[src/shared/rpu_pkg.sv]
package rpu_pkg;
	localparam int NUM_REGIONS = 8;
	localparam int AW          = 32;
	localparam int DW          = 32;
	localparam int RAW         = 8;

	// register map, byte addresses of aligned words
	localparam logic [7:0] OFS_CTRL     = 8'h00;
	localparam logic [7:0] OFS_STATUS   = 8'h04;
	localparam logic [7:0] OFS_MASK     = 8'h08;
	localparam logic [7:0] OFS_FADDR    = 8'h0C;
	localparam logic [7:0] OFS_FINFO    = 8'h10;
	localparam logic [7:0] OFS_RBASE0   = 8'h40;
	localparam logic [7:0] OFS_RATTR0   = 8'h44;
	localparam logic [7:0] RGN_STRIDE   = 8'h08;

	// ctrl fields
	localparam int CTRL_ENABLE  = 0;
	localparam int CTRL_DEFPRIV = 1;
	localparam int CTRL_PRIO_LO = 8;
	localparam int PRIO_W       = 4;

	// attr fields: [0] enable, [5:1] size exponent, [13:8] access matrix
	localparam int ATTR_EN      = 0;
	localparam int ATTR_SIZE_LO = 1;
	localparam int SIZE_W       = 5;
	localparam int ATTR_PERM_LO = 8;
	localparam int PERM_W       = 6;

	// status bits
	localparam int ST_REGION  = 0;
	localparam int ST_PERM    = 1;
	localparam int ST_CFGDENY = 2;
	localparam int ST_W       = 3;

	// restrictive reset values
	localparam logic [DW-1:0]     CTRL_RST  = 32'h0000_0001;
	localparam logic [AW-1:0]     BASE_RST  = 32'h0000_0000;
	localparam logic [SIZE_W-1:0] SIZE_RST  = 5'h00;
	localparam logic [PERM_W-1:0] PERM_RST  = 6'h00;
	localparam logic [ST_W-1:0]   ST_RST    = 3'h0;
	localparam logic [ST_W-1:0]   MASK_RST  = 3'h0;

	typedef enum logic [1:0] {
		OP_READ  = 2'h0,
		OP_WRITE = 2'h1,
		OP_EXEC  = 2'h2
	} op_e;

	typedef struct packed {
		logic [AW-1:0]     base;
		logic              en;
		logic [SIZE_W-1:0] size;
		logic [PERM_W-1:0] perm;
	} region_s;

	typedef struct packed {
		logic          valid;
		logic [AW-1:0] addr;
		op_e           op;
		logic          priv;
	} access_s;
endpackage
[src/hw/region_protection_unit.sv]
// Contract
// regions overlap, higher index wins
// global enable, eight regions, own enables
// each region has start and size
// per-region matrix: privilege by read/write/execute
// access classed by privilege and operation
// highest enabled matching region decides
// no matching region uses default region
// default region: privileged allowed or all denied
// denied access raises access violation
// mismatch and violation raise programmable-priority fault
// checked per access; denied access suppressed
// every privilege, address, operation checked
// reset values are restrictive
// unprivileged configuration writes have no effect
// privileged software reads and writes configuration
// global enable clear: no checks, no faults
`timescale 1ns/1ps
module region_protection_unit (
	input  wire logic                       clk,
	input  wire logic                       reset,
	input  wire rpu_pkg::access_s           acc,
	output logic                            grant,
	output logic                            fault,
	output logic [rpu_pkg::PRIO_W-1:0]      fault_prio,
	output logic                            irq,
	input  wire logic [7:0]                 reg_addr,
	input  wire logic [rpu_pkg::DW-1:0]     reg_wdata,
	input  wire logic                       reg_wr,
	input  wire logic                       reg_rd,
	input  wire logic                       reg_priv,
	output logic [rpu_pkg::DW-1:0]          reg_rdata
);
	typedef struct packed {
		logic [rpu_pkg::DW-1:0]            ctrl;
		rpu_pkg::region_s [7:0]            rgn;
		logic [rpu_pkg::ST_W-1:0]          status;
		logic [rpu_pkg::ST_W-1:0]          mask;
		logic [rpu_pkg::AW-1:0]            faddr;
		logic [rpu_pkg::DW-1:0]            finfo;
		logic                              grant;
		logic                              fault;
		logic                              irq;
		logic [rpu_pkg::DW-1:0]            rdata;
	} state_s;

	state_s s_q;
	state_s s_d;

	// true when addr lies in [base, base + 2^(size+1)) with base aligned down
	function automatic logic in_region(input rpu_pkg::region_s r, input logic [rpu_pkg::AW-1:0] a);
		logic [rpu_pkg::AW-1:0] m;
		m = ~((32'h0000_0002 << r.size) - 32'h0000_0001);
		in_region = ((a & m) == (r.base & m));
	endfunction

	// matrix layout: [2:0] unpriv r/w/x, [5:3] priv r/w/x
	function automatic logic perm_ok(input logic [rpu_pkg::PERM_W-1:0] p, input rpu_pkg::access_s a);
		logic [1:0] i;
		i = a.op;
		perm_ok = a.priv ? p[3 + i] : p[i];
	endfunction

	logic [7:0] hit;
	genvar g;
	generate
		for (g = 0; g < rpu_pkg::NUM_REGIONS; g++) begin : g_hit
			assign hit[g] = s_q.rgn[g].en && in_region(s_q.rgn[g], acc.addr);
		end
	endgenerate

	logic       any_hit;
	logic [2:0] win;
	logic       allow;
	always_comb begin
		any_hit = 1'b0;
		win     = 3'h0;
		for (int k = 0; k < rpu_pkg::NUM_REGIONS; k++) begin
			if (hit[k]) begin
				any_hit = 1'b1;
				win     = k[2:0];
			end
		end
		if (any_hit)
			allow = perm_ok(s_q.rgn[win].perm, acc);
		else
			allow = s_q.ctrl[rpu_pkg::CTRL_DEFPRIV] && acc.priv;
	end

	logic [7:0] rsel;
	logic       rgn_base;
	logic [2:0] ridx;
	always_comb begin
		rsel     = reg_addr - rpu_pkg::OFS_RBASE0;
		rgn_base = (rsel[2] == 1'b0);
		ridx     = rsel[5:3];
	end
	logic rgn_hit;
	assign rgn_hit = (reg_addr >= rpu_pkg::OFS_RBASE0) && (reg_addr[7:6] == 2'h1) && (reg_addr[1:0] == 2'h0);

	logic check_on;
	logic viol;
	assign check_on = acc.valid && s_q.ctrl[rpu_pkg::CTRL_ENABLE];
	assign viol     = check_on && !allow;

	// permission that region 7 alone would give, sampled by the priority check
	logic top_ok;
	assign top_ok = perm_ok(s_q.rgn[7].perm, acc);

	always_comb begin
		logic [rpu_pkg::ST_W-1:0] ev;
		logic                     cfg_wr;
		s_d    = s_q;
		ev     = '0;
		cfg_wr = reg_wr && reg_priv;
		s_d.grant      = acc.valid && !viol;
		s_d.fault      = viol;
		if (viol) begin
			s_d.faddr = acc.addr;
			s_d.finfo = {27'h0, any_hit, acc.priv, acc.op, 1'b1};
			ev[any_hit ? rpu_pkg::ST_PERM : rpu_pkg::ST_REGION] = 1'b1;
		end
		if (reg_wr && !reg_priv)
			ev[rpu_pkg::ST_CFGDENY] = 1'b1;
		if (cfg_wr) begin
			case (reg_addr)
				rpu_pkg::OFS_CTRL:   s_d.ctrl   = reg_wdata;
				rpu_pkg::OFS_STATUS: s_d.status = s_q.status & ~reg_wdata[rpu_pkg::ST_W-1:0];
				rpu_pkg::OFS_MASK:   s_d.mask   = reg_wdata[rpu_pkg::ST_W-1:0];
				default: begin
					if (rgn_hit) begin
						if (rgn_base)
							s_d.rgn[ridx].base = reg_wdata;
						else begin
							s_d.rgn[ridx].en   = reg_wdata[rpu_pkg::ATTR_EN];
							s_d.rgn[ridx].size = reg_wdata[rpu_pkg::ATTR_SIZE_LO +: rpu_pkg::SIZE_W];
							s_d.rgn[ridx].perm = reg_wdata[rpu_pkg::ATTR_PERM_LO +: rpu_pkg::PERM_W];
						end
					end
				end
			endcase
		end
		// set wins over a write-one clear in the same cycle
		s_d.status = s_d.status | ev;
		s_d.rdata  = '0;
		if (reg_rd && reg_priv) begin
			case (reg_addr)
				rpu_pkg::OFS_CTRL:   s_d.rdata = s_q.ctrl;
				rpu_pkg::OFS_STATUS: s_d.rdata = {29'h0, s_q.status};
				rpu_pkg::OFS_MASK:   s_d.rdata = {29'h0, s_q.mask};
				rpu_pkg::OFS_FADDR:  s_d.rdata = s_q.faddr;
				rpu_pkg::OFS_FINFO:  s_d.rdata = s_q.finfo;
				default: begin
					if (rgn_hit)
						s_d.rdata = rgn_base ? s_q.rgn[ridx].base :
							{18'h0, s_q.rgn[ridx].perm, 2'h0, s_q.rgn[ridx].size, s_q.rgn[ridx].en};
				end
			endcase
		end
		s_d.irq = |(s_d.status & s_d.mask);
	end

	always_ff @(posedge clk) begin
		if (reset) begin
			s_q.ctrl   <= rpu_pkg::CTRL_RST;
			for (int k = 0; k < rpu_pkg::NUM_REGIONS; k++) begin
				s_q.rgn[k].base <= rpu_pkg::BASE_RST;
				s_q.rgn[k].en   <= 1'b0;
				s_q.rgn[k].size <= rpu_pkg::SIZE_RST;
				s_q.rgn[k].perm <= rpu_pkg::PERM_RST;
			end
			s_q.status <= rpu_pkg::ST_RST;
			s_q.mask   <= rpu_pkg::MASK_RST;
			s_q.faddr  <= '0;
			s_q.finfo  <= '0;
			s_q.grant  <= 1'b0;
			s_q.fault  <= 1'b0;
			s_q.irq    <= 1'b0;
			s_q.rdata  <= '0;
		end else begin
			s_q <= s_d;
		end
	end

	assign grant      = s_q.grant;
	assign fault      = s_q.fault;
	assign fault_prio = s_q.ctrl[rpu_pkg::CTRL_PRIO_LO +: rpu_pkg::PRIO_W];
	assign irq        = s_q.irq;
	assign reg_rdata  = s_q.rdata;

	a_enable_off_quiet: assert property (@(posedge clk) disable iff (reset)
		!s_q.ctrl[rpu_pkg::CTRL_ENABLE] && acc.valid |=> !fault && grant)
		else $error("fault while protection disabled");
	a_deny_no_grant: assert property (@(posedge clk) disable iff (reset)
		!(grant && fault))
		else $error("access granted and faulted together");
	a_fault_sets_status: assert property (@(posedge clk) disable iff (reset)
		fault |-> (s_q.status[rpu_pkg::ST_REGION] || s_q.status[rpu_pkg::ST_PERM]))
		else $error("fault left no status bit");
	a_unpriv_cfg_blocked: assert property (@(posedge clk) disable iff (reset)
		reg_wr && !reg_priv |=> $stable(s_q.ctrl) && $stable(s_q.rgn) && $stable(s_q.mask))
		else $error("unprivileged write changed configuration");
	a_default_deny_unpriv: assert property (@(posedge clk) disable iff (reset)
		check_on && !any_hit && !acc.priv |=> fault)
		else $error("unprivileged default-region access not denied");
	a_default_priv_ok: assert property (@(posedge clk) disable iff (reset)
		check_on && !any_hit && acc.priv && s_q.ctrl[rpu_pkg::CTRL_DEFPRIV] |=> grant)
		else $error("privileged default-region access denied");
	a_top_region_wins: assert property (@(posedge clk) disable iff (reset)
		check_on && hit[7] |=> fault == !$past(top_ok))
		else $error("region 7 did not decide");
	a_reset_restrictive: assert property (@(posedge clk)
		reset |=> s_q.ctrl[rpu_pkg::CTRL_ENABLE] && !s_q.ctrl[rpu_pkg::CTRL_DEFPRIV] && s_q.rgn[0].perm == '0)
		else $error("reset values not restrictive");
	a_irq_follows: assert property (@(posedge clk) disable iff (reset)
		irq == |(s_q.status & s_q.mask))
		else $error("interrupt level wrong");
	a_priv_read: assert property (@(posedge clk) disable iff (reset)
		reg_rd && reg_priv && reg_addr == rpu_pkg::OFS_CTRL |=> reg_rdata == $past(s_q.ctrl))
		else $error("control read back wrong");
endmodule

[config.mk]
export PLATFORM = sky130hd
export DESIGN_NAME = region_protection_unit
export DESIGN_NICKNAME = d
export VERILOG_FILES = /design/src/shared/rpu_pkg.sv /design/src/hw/region_protection_unit.sv
export SDC_FILE = /design/constraint.sdc
export NUM_CORES = 1
export LEC_CHECK = 0
export BUFFER_PORTS_ARGS = -buffer_cell sky130_fd_sc_hd__buf_2
export CELL_PAD_IN_SITES_DETAIL_PLACEMENT = 1
export CELL_PAD_IN_SITES_GLOBAL_PLACEMENT = 1
export CORE_ASPECT_RATIO = 0.9
export CORE_MARGIN = 3
export CORE_UTILIZATION = 30
export DETAILED_ROUTE_END_ITERATION = 6
export MAX_ROUTING_LAYER = met4
export PLACE_DENSITY_LB_ADDON = 0.1
export SLEW_MARGIN = 5
export SYNTH_ARGS = -nofsm -noshare
export SYNTH_HDL_FRONTEND = slang
export SYNTH_SLANG_ARGS = --single-unit
[constraint.sdc]
create_clock -name clk -period 7.65 [get_ports clk]
set_input_delay 0.3825 -clock clk [delete_from_list [all_inputs] [get_ports clk]]
set_output_delay 0.3825 -clock clk [all_outputs]
set_load 0.05 [all_outputs]
==> impl_results.md, run 1 <==
* Largest net degree at the start of global routing at 168
* Clock buffer count from CTS at 55
* Internal power at 4.15 mW
* Post-CTS sizing at 0
* RePlAce Congestion at 0.948
* Skew-Pair Late Insertion Delay at 650 ps
* Total congestion overflow at 0
* Proportion of power drawn by the clock network at 48.5%
* Avg Cell Area, Syn at 7.32 sq um
* NetSw at 1.59 mW
* Most frequent cells in the layout: 919 x nand2_1, 482 x a21oi_1, 462 x dfxtp_1
* Worst hold path class: in -> reg
* Net Sw Frac at 27.7%
* Initial DRC count at 3,047
* Reg2reg end: s_q[83]
* Per-cell routed wire length at 32.7 um
* Met2 Wirelength at 72,600 um
* Max-slew violations at 0
* Row cnt at 104
* Comb power frac at 9.1%
* Least-Margin Pin Slew at 1320 ps
* Initial antenna violation count at 10
* Final Power at 5.74 mW
* # setup viols final at 0
* Cts hold-fix bufs at 0
* PwrDens at 188 nW/um^2
* Top sig layer: met4
* First-pass GRT wire length at 223,000 um
* Crit share post-route at 88.7%
* Critical Path End Type: flip-flop
* Yosys cell types at 91
* Ports at 120
* CTS root buf: clkbuf_16
* CTS Sinks at 462
* Main flop type after synthesis: dfxtp_1
* Syn Nets at 3,831
* Crit path time final at 6780 ps
* Slowest-stage cell, CP: or4b_2
* Worst R2R Path Depth at 18
* Post-DP HPWL at 117,000 um
* CTS clk-pin slew, worst paths at 60 ps
* Startpoint types: flip-flop
* Die Ht at 293 um
* Total track usage at 33.3%
* Die span in x at 325 um
* Post-Route Setup TNS at 0 ps
* Hold Fails Final Rpt at 0
* Max Cap Viol at 0
* Post-Syn Instances at 3,741
* Sequential share of power at 42.4%
* Setup repair bufs after CTS at 0
* Max_slew headroom at 11.8%
* Setup CP Type: reg -> reg
* Commonest non-fill, non-tap cell in the layout: nand2_1
* Status: finished, final reports clean
* CTS max path bufs at 3
* Hold endpoint: s_q[67]
* H-tree depth at 2
* Crit path arrival time at 7340 ps
* Number of routed nets with antenna violations at 0
* Lkg Pwr at 10.4 nW
* Clk_skew at 37.0 ps
* Area of the die at 95,000 sq um
* RSZ-0062 raised after global routing: false
* # DRC at 0
* Fmax at 0.147 GHz
* DRT met1 WL at 69,000 um
* CTS tree: done
* Core Region at 89,900 sq um
* Worst-path cell chain: nor4_1 > nand2_1 > ha_1 > and2_1 > o311a_1 > o22ai_1 > a22oi_1 > nand4_1 > or4b_2 > a311o_1 > a221oi_2 > o21ai_1 > a2bb2oi_1 > mux2i_1 > a221oi_2 > o21a_2 > buf_12 > mux2i_1
* Sequential area share after synthesis at 33.8%
* #FFs+latches synth at 462
* EDFF count, synth at 0
* Flop-to-flop setup slack at 870 ps
* DRT Pass-1 Iters at 6
* Ratio of cells with drive above 1 in the final layout at 10.1%
* Area Overhead vs Synth at 11.4%
* Max incr delay on CP at 760 ps
* Routed Wire Length at 159,000 um
* Hold path depth at 3
* Starting Density at 30.5%
* Vias in the first global route at 28,460
* Required time of the worst setup path at 8210 ps
* Worst VDD drop at 0.162 mV
* Async SR Flop Fraction at 0%
* Via Count at 28,911
* Fin nets at 3,696
* Worst-path maximum fanout at 29
* Synth warn at 0
* Port-buffer cells at 119
* Worst Min Path Start: acc[3]
* Worst r2r src: s_q[203]
* Met3 WL at 9140 um
* DR vias/cell at 5.94
* Mapped Area at 27,400 sq um
## layer usage
metal	global-route usage, %	vias to the layer above
li1	-	12756
met1	42.7	14718
met2	52.3	1164
met3	4.15	273
met4	15.5	0
met5	-	-
## cells in the mapped netlist (63+ instances only)
cell type | number | area, sq um
clkbuf_1 | 345 | 1290
dfxtp_1 | 462 | 9250
a21oi_1 | 482 | 2410
xnor2_1 | 118 | 1030
nor2_1 | 136 | 510
nand2b_1 | 82 | 513
mux2i_1 | 73 | 731
nand3_1 | 63 | 315
xor2_1 | 137 | 1200
a22oi_1 | 121 | 908
o21ai_0 | 124 | 621
nand2_1 | 919 | 3450
## cell families after synthesis
logic type,after synthesis,synth area share (%)
simple gates,1450,23.4
compound gates,1042,24.1
flops,462,33.8
buf+inv,433,6.61
xor+xnor,255,8.15
mux,89,3.49
fa+ha+maj,10,0.448
## critical path: cells and delay by family (launching register included)
kind	cells	cell delay [ps]
compound gates	9	2740
buf+inv	1	290
fa+ha+maj	1	560
flops	1	310
simple gates	5	2340
mux	2	390
## per-stage QoR
stage	cells	worst slack [ps]	utilization (%)	hold WS, ps	cell area (sq um)
2_1_floorplan	3741	2370	-	433	27400
3_3_place_gp	4768	1020	31.9	441	28700
3_5_place_dp	4768	929	31.9	450	28700
4_1_cts	4867	905	33.9	14.4	30500
5_1_grt	4870	580	33.9	57.8	30500
6_report	4870	866	33.9	49.9	30500
## power groups by stage
stage / registers [mW] / logic (mW) / clock network [mW]
floorplan: 2.48 / 0.257 / 0
global placement: 2.48 / 0.512 / 0
detailed placement: 2.48 / 0.513 / 0
CTS: 2.43 / 0.515 / 2.83
global route: 2.43 / 0.535 / 2.94
finish: 2.43 / 0.524 / 2.78
## flip-flops by register name, indices dropped and copies added (netlist names)
register and count:
s_q 423, grant 1, reg_rdata 32, irq 1, fault 1, fault_prio 4
## area by class of cell
class / count / area (sq um)
Timing Repair Buffer: 217 / 1380
Antenna cell: 3 / 7.51
Clock buffer: 79 / 1630
Tap cell: 1219 / 1530
Sequential cell: 462 / 9250
Multi-Input combinational cell: 2846 / 16400
Inverter: 24 / 90.1
Clock inverter: 20 / 223
Fill cell: 10939 / 59400
## how the worst max path moves through the flow
stage / start / endpoint / depth (start not counted)
after floorplan: s_q[423] / s_q[81] / 23
after global placement: s_q[203] / s_q[93] / 18
after detailed placement: s_q[203] / s_q[83] / 18
after CTS: s_q[203] / s_q[83] / 18
after global routing: s_q[287] / s_q[83] / 19
final: s_q[203] / s_q[83] / 18
Power figures use the tool's default switching activity.
==> run 2, diff against run 1 <==
==> constraint.sdc (replaced) <==
create_clock -name clk -period 7.1 [get_ports clk]
set_input_delay 0.355 -clock clk [delete_from_list [all_inputs] [get_ports clk]]
set_output_delay 0.355 -clock clk [all_outputs]
set_load 0.05 [all_outputs]
==> impl_results.md, run 2 (synthesis results as in run 1) <==
* Most frequent cells in the layout: 919 x nand2_1, 482 x a21oi_1, 462 x dfxtp_1
* Post-CTS sizing at 0
* Ports at 120
* Crit path time final at 6760 ps
* Die span in x at 325 um
* Worst VDD drop at 0.144 mV
* Max FFs per register at 423
* Setup repair bufs after CTS at 0
* Worst-path maximum fanout at 31
* Number of routed nets with antenna violations at 0
* Area of the multi-input gates at 16,400 sq um
* Worst r2r src: s_q[203]
* Vias in the first global route at 28,445
* CTS Sinks at 462
* Max-slew violations at 0
* Required time of the worst setup path at 7650 ps
* Crit share post-route at 95.2%
* Post-Route Setup TNS at 0 ps
* CTS tree: done
* Via Count at 29,084
* Hold path depth at 2
* Status: finished, final reports clean
* # DRC at 0
* Startpoint types: flip-flop
* Hold endpoint: grant
* Worst hold path class: in -> reg
* Max_slew headroom at 13.9%
* CTS clk-pin slew, worst paths at 60 ps
* Skew-Pair Late Insertion Delay at 660 ps
* DR vias/cell at 5.96
* # fillers at 10,875
* Reg2reg end: s_q[96]
* Hold Fails Final Rpt at 0
* CTS root buf: clkbuf_16
* PwrDens at 208 nW/um^2
* Worst Min Path Start: acc[35]
* Fmax at 0.148 GHz
* Initial antenna violation count at 3
* Core Region at 89,900 sq um
* Clock buffer count from CTS at 57
* Critical Path End Type: flip-flop
* Row cnt at 104
* Commonest non-fill, non-tap cell in the layout: nand2_1
* Post-DP HPWL at 117,000 um
* Post-Route Utilization at 34.2%
* Starting Density at 30.5%
* H-tree depth at 2
* CTS max path bufs at 3
* Flop-to-flop setup slack at 340 ps
* RePlAce Congestion at 0.940
* Initial DRC count at 2,794
* Storage cell area at 9250 sq um
* Area of the die at 95,000 sq um
* Fin nets at 3,704
* Worst R2R Path Depth at 20
* Area Overhead vs Synth at 12.3%
* Largest net degree at the start of global routing at 199
* Hold WS at 32.5 ps
* Ratio of cells with drive above 1 in the final layout at 10.4%
* Lkg Pwr at 10.5 nW
* First-pass GRT wire length at 220,000 um
* Routed Wire Length at 157,000 um
* Biggest register: s_q
* Setup CP Type: reg -> reg
* Least-Margin Pin Slew at 1290 ps
* Clk_skew at 37.8 ps
* Die Ht at 293 um
* Total track usage at 32.7%
* Crit path arrival time at 7310 ps
* Max Cap Viol at 0
* Per-cell routed wire length at 32.1 um
* RSZ-0062 raised after global routing: false
* Total congestion overflow at 0
* DRT Pass-1 Iters at 6
* # setup viols final at 0
* Port-buffer cells at 119
run 2: cell count changes in the layout (fill, tap and decap cells not counted), moves of 2 or more:
cell,delta
bufinv_16,+3
clkbuf_16,+3
clkbuf_8,+2
buf_4,+5
diode_2,-2
clkinvlp_4,-3
clkinv_2,+2
run 2: power breakdown:
part           internal [mW]  switching, mW  leakage (nW)
clock                   1.93           1.28          1.02
combinational          0.131          0.425          5.76
sequential              2.61         0.0101          3.73
total                   4.67           1.72          10.5
run 2: repair_timing:
item                                    4_1_cts  5_1_grt
endpoints found under the setup margin        0        0
hold buffers                                  1        0
hold endpoints to repair                      1        0
run 2: routing by layer:
metal | wire [um] | global-route usage [%]
met3 | 8210 | 3.11
met4 | 7600 | 13.4
met2 | 72000 | 51.9
met5 | 0 | -
met1 | 69000 | 42.7
run 2: worst max-delay path by stage:
stage | start | end | slack, ps | cells after the start
finish | s_q[203] | s_q[96] | 340 | 20
floorplan | s_q[423] | s_q[81] | 1820 | 23
global route | s_q[203] | s_q[90] | 40 | 20
detailed placement | s_q[203] | s_q[96] | 480 | 20
CTS | s_q[203] | s_q[96] | 430 | 20
global placement | s_q[203] | s_q[91] | 540 | 20
run 2: area by class of cell:
| cell class | count | area share (%) |
|---|---|---|
| antenna | 1 | 0.00814 |
| timing repair buffer | 223 | 4.64 |
| clock inverter | 23 | 0.989 |
| tap | 1219 | 4.96 |
| clock buffer | 83 | 5.61 |
| sequential | 462 | 30.1 |
| multi-input combinational | 2846 | 53.4 |
| inverter | 24 | 0.293 |
run 2: metrics by stage:
stage	power, mW	setup slack [ps]	cells	instance area [sq um]
after floorplan	2.95	1820	3741	27400
after global placement	3.22	540	4773	28700
after detailed placement	3.22	480	4773	28700
after CTS	6.43	431	4880	30800
after global routing	6.55	43.2	4881	30800
final	6.39	342	4881	30800
run 2: worst max-delay path, stage by stage (launching register included):
cell and delay (ps):
dfxtp_1 310, nor4_1 990, nand2_1 140, ha_1 350, buf_4 260, nor3b_1 160
o21ai_0 200, a311oi_1 140, o2111a_1 150, nand4_1 320, or4b_2 780, a311o_1 540
buf_4 240, a221oi_2 230, o21ai_1 100, a2bb2oi_1 300, mux2i_1 150, a221oi_2 290
o21a_2 390, buf_12 290, mux2i_1 250
==> run 3, diff against run 2 <==
--- a/config.mk
+++ b/config.mk
@@ -11,6 +11,7 @@
 export CORE_ASPECT_RATIO = 0.9
 export CORE_MARGIN = 3
 export CORE_UTILIZATION = 30
+export CTS_CLUSTER_SIZE = 20
 export DETAILED_ROUTE_END_ITERATION = 6
 export MAX_ROUTING_LAYER = met4
 export PLACE_DENSITY_LB_ADDON = 0.1
@@ -18,3 +19,4 @@
 export SYNTH_ARGS = -nofsm -noshare
 export SYNTH_HDL_FRONTEND = slang
 export SYNTH_SLANG_ARGS = --single-unit
+export TNS_END_PERCENT = 10
==> constraint.sdc (replaced) <==
create_clock -name clk -period 8.7 [get_ports clk]
set_input_delay 0.435 -clock clk [delete_from_list [all_inputs] [get_ports clk]]
set_output_delay 0.435 -clock clk [all_outputs]
set_load 0.05 [all_outputs]
==> impl_results.md, run 3 (synthesis results as in run 1) <==
* Status: finished, final reports clean
* Worst hold path class: in -> reg
* Cts hold-fix bufs at 0
* PwrDens at 166 nW/um^2
* Per-cell routed wire length at 33.1 um
* Placed cells at 4,752
* Max Cap Viol at 0
* Max FFs per register at 423
* CTS clk-pin slew, worst paths at 60 ps
* Fmax at 0.138 GHz
* Vias in the first global route at 28,366
* Hold Fails Final Rpt at 0
* Setup ws final at 1440 ps
* Biggest register: s_q
* Worst-path maximum fanout at 39
* Setup CP Type: reg -> reg
* Total track usage at 33.7%
* Worst R2R Path Depth at 19
* H-tree depth at 2
* Least-Margin Pin Slew at 1150 ps
* Hold path depth at 3
* Storage cell area at 9250 sq um
* DR vias/cell at 5.97
* Met2 Wirelength at 74,400 um
* Die span in x at 325 um
* Post-CTS sizing at 0
* Max_slew headroom at 23.0%
* Met3 WL at 8630 um
* Number of routed nets with antenna violations at 0
* Worst VDD drop at 0.128 mV
* CTS max path bufs at 3
* Fin nets at 3,681
* Top sig layer: met4
* CTS tree: done
* Commonest non-fill, non-tap cell in the layout: nand2_1
* # DRC at 0
* Worst r2r src: s_q[288]
* Crit path arrival time at 7860 ps
* Placement Setup Slack at 1680 ps
* Worst Min Path Start: acc[3]
* RSZ-0062 raised after global routing: false
* Area of the die at 95,000 sq um
* Ratio of cells with drive above 1 in the final layout at 9.69%
* Reg2reg end: s_q[91]
* Area Overhead vs Synth at 11.0%
* Post-DP HPWL at 118,000 um
* Area of the multi-input gates at 16,400 sq um
* Via Count at 28,972
* Post-Route Setup TNS at 0 ps
* Initial DRC count at 3,027
* Skew-Pair Late Insertion Delay at 670 ps
* Core Region at 89,900 sq um
* Required time of the worst setup path at 9300 ps
* Startpoint types: flip-flop
* Final Power at 5.04 mW
* # setup viols final at 0
* Die Ht at 293 um
* Crit path time final at 7260 ps
* Total congestion overflow at 0
* DRT met1 WL at 69,900 um
* Non-filler cells, final at 4,855
* DRT Pass-1 Iters at 6
* Row cnt at 104
* RePlAce Congestion at 0.947
* Clk_skew at 34.3 ps
* Max-slew violations at 0
* Crit share post-route at 83.5%
* Post-Route Utilization at 33.8%
* Clock buffer count from CTS at 56
* Starting Density at 30.5%
* Initial antenna violation count at 5
* Hold endpoint: s_q[67]
* Largest net degree at the start of global routing at 201
* First-pass GRT wire length at 226,000 um
* CTS Sinks at 462
* Flop-to-flop setup slack at 1440 ps
* Most frequent cells in the layout: 919 x nand2_1, 482 x a21oi_1, 462 x dfxtp_1
* Setup repair bufs after CTS at 0
* # fillers at 10,890
* Ports at 120
* Lkg Pwr at 10.3 nW
* Routed Wire Length at 161,000 um
* Critical Path End Type: flip-flop
* CTS root buf: clkbuf_16
* Port-buffer cells at 119
## run 3: cell types whose count changed in the layout (fill, tap and decap cells not counted), moves of 4 or more
cell       change
buf_4         -20
bufinv_16      -4
clkbuf_1       +5
clkbuf_8       -4
clkinv_2       -4
## run 3: final cells by class
| cell class | instances | share of cell area [%] |
|---|---|---|
| Antenna cell | 2 | 0.0165 |
| Clock buffer | 81 | 5.31 |
| Clock inverter | 20 | 0.807 |
| Inverter | 24 | 0.296 |
| Multi-Input combinational cell | 2846 | 54.0 |
| Sequential cell | 462 | 30.4 |
| Tap cell | 1219 | 5.02 |
| Timing Repair Buffer | 201 | 4.10 |
## run 3: per-layer routing
layer / track usage, % / up-vias
li1: - / 12723
met5: - / -
met1: 43.7 / 14813
met2: 53.7 / 1167
met4: 14.3 / 0
met3: 3.55 / 269
## run 3: worst max-delay path: stages, from the launching register on
cell and delay (ps):
dfxtp_1 850, nor3_1 210, nand3b_1 150, ha_1 620
and2_1 350, o211ai_1 130, and3_1 230, or4_1 460
nor4_1 770, buf_4 290, o211a_1 270, a311o_1 750
mux2i_1 270, o211ai_1 110, a2bb2oi_1 360, mux2i_1 150
a221oi_2 350, o21a_2 240, buf_12 280, mux2i_1 240
## run 3: how the worst max path moves through the flow
stage	start	endpoint	slack [ps]	depth (start not counted)
global route	s_q[288]	s_q[90]	1220	19
CTS	s_q[288]	s_q[72]	1630	19
floorplan	s_q[423]	s_q[81]	3420	23
finish	s_q[288]	s_q[91]	1440	19
detailed placement	s_q[288]	s_q[89]	1680	19
global placement	s_q[288]	s_q[93]	1690	19
## run 3: through the flow
step	hold WS (ps)	area (sq um)
global placement	441	28500
CTS	34.7	30400
global route	58.5	30400
detailed placement	449	28500
finish	63.8	30400
floorplan	433	27400
## run 3: power breakdown
part | leakage [nW] | switching (mW) | total (mW) | internal, mW
logic | 5.63 | 0.351 | 0.455 | 0.104
clock network | 0.909 | 1.06 | 2.45 | 1.38
registers | 3.73 | 0.00788 | 2.14 | 2.13
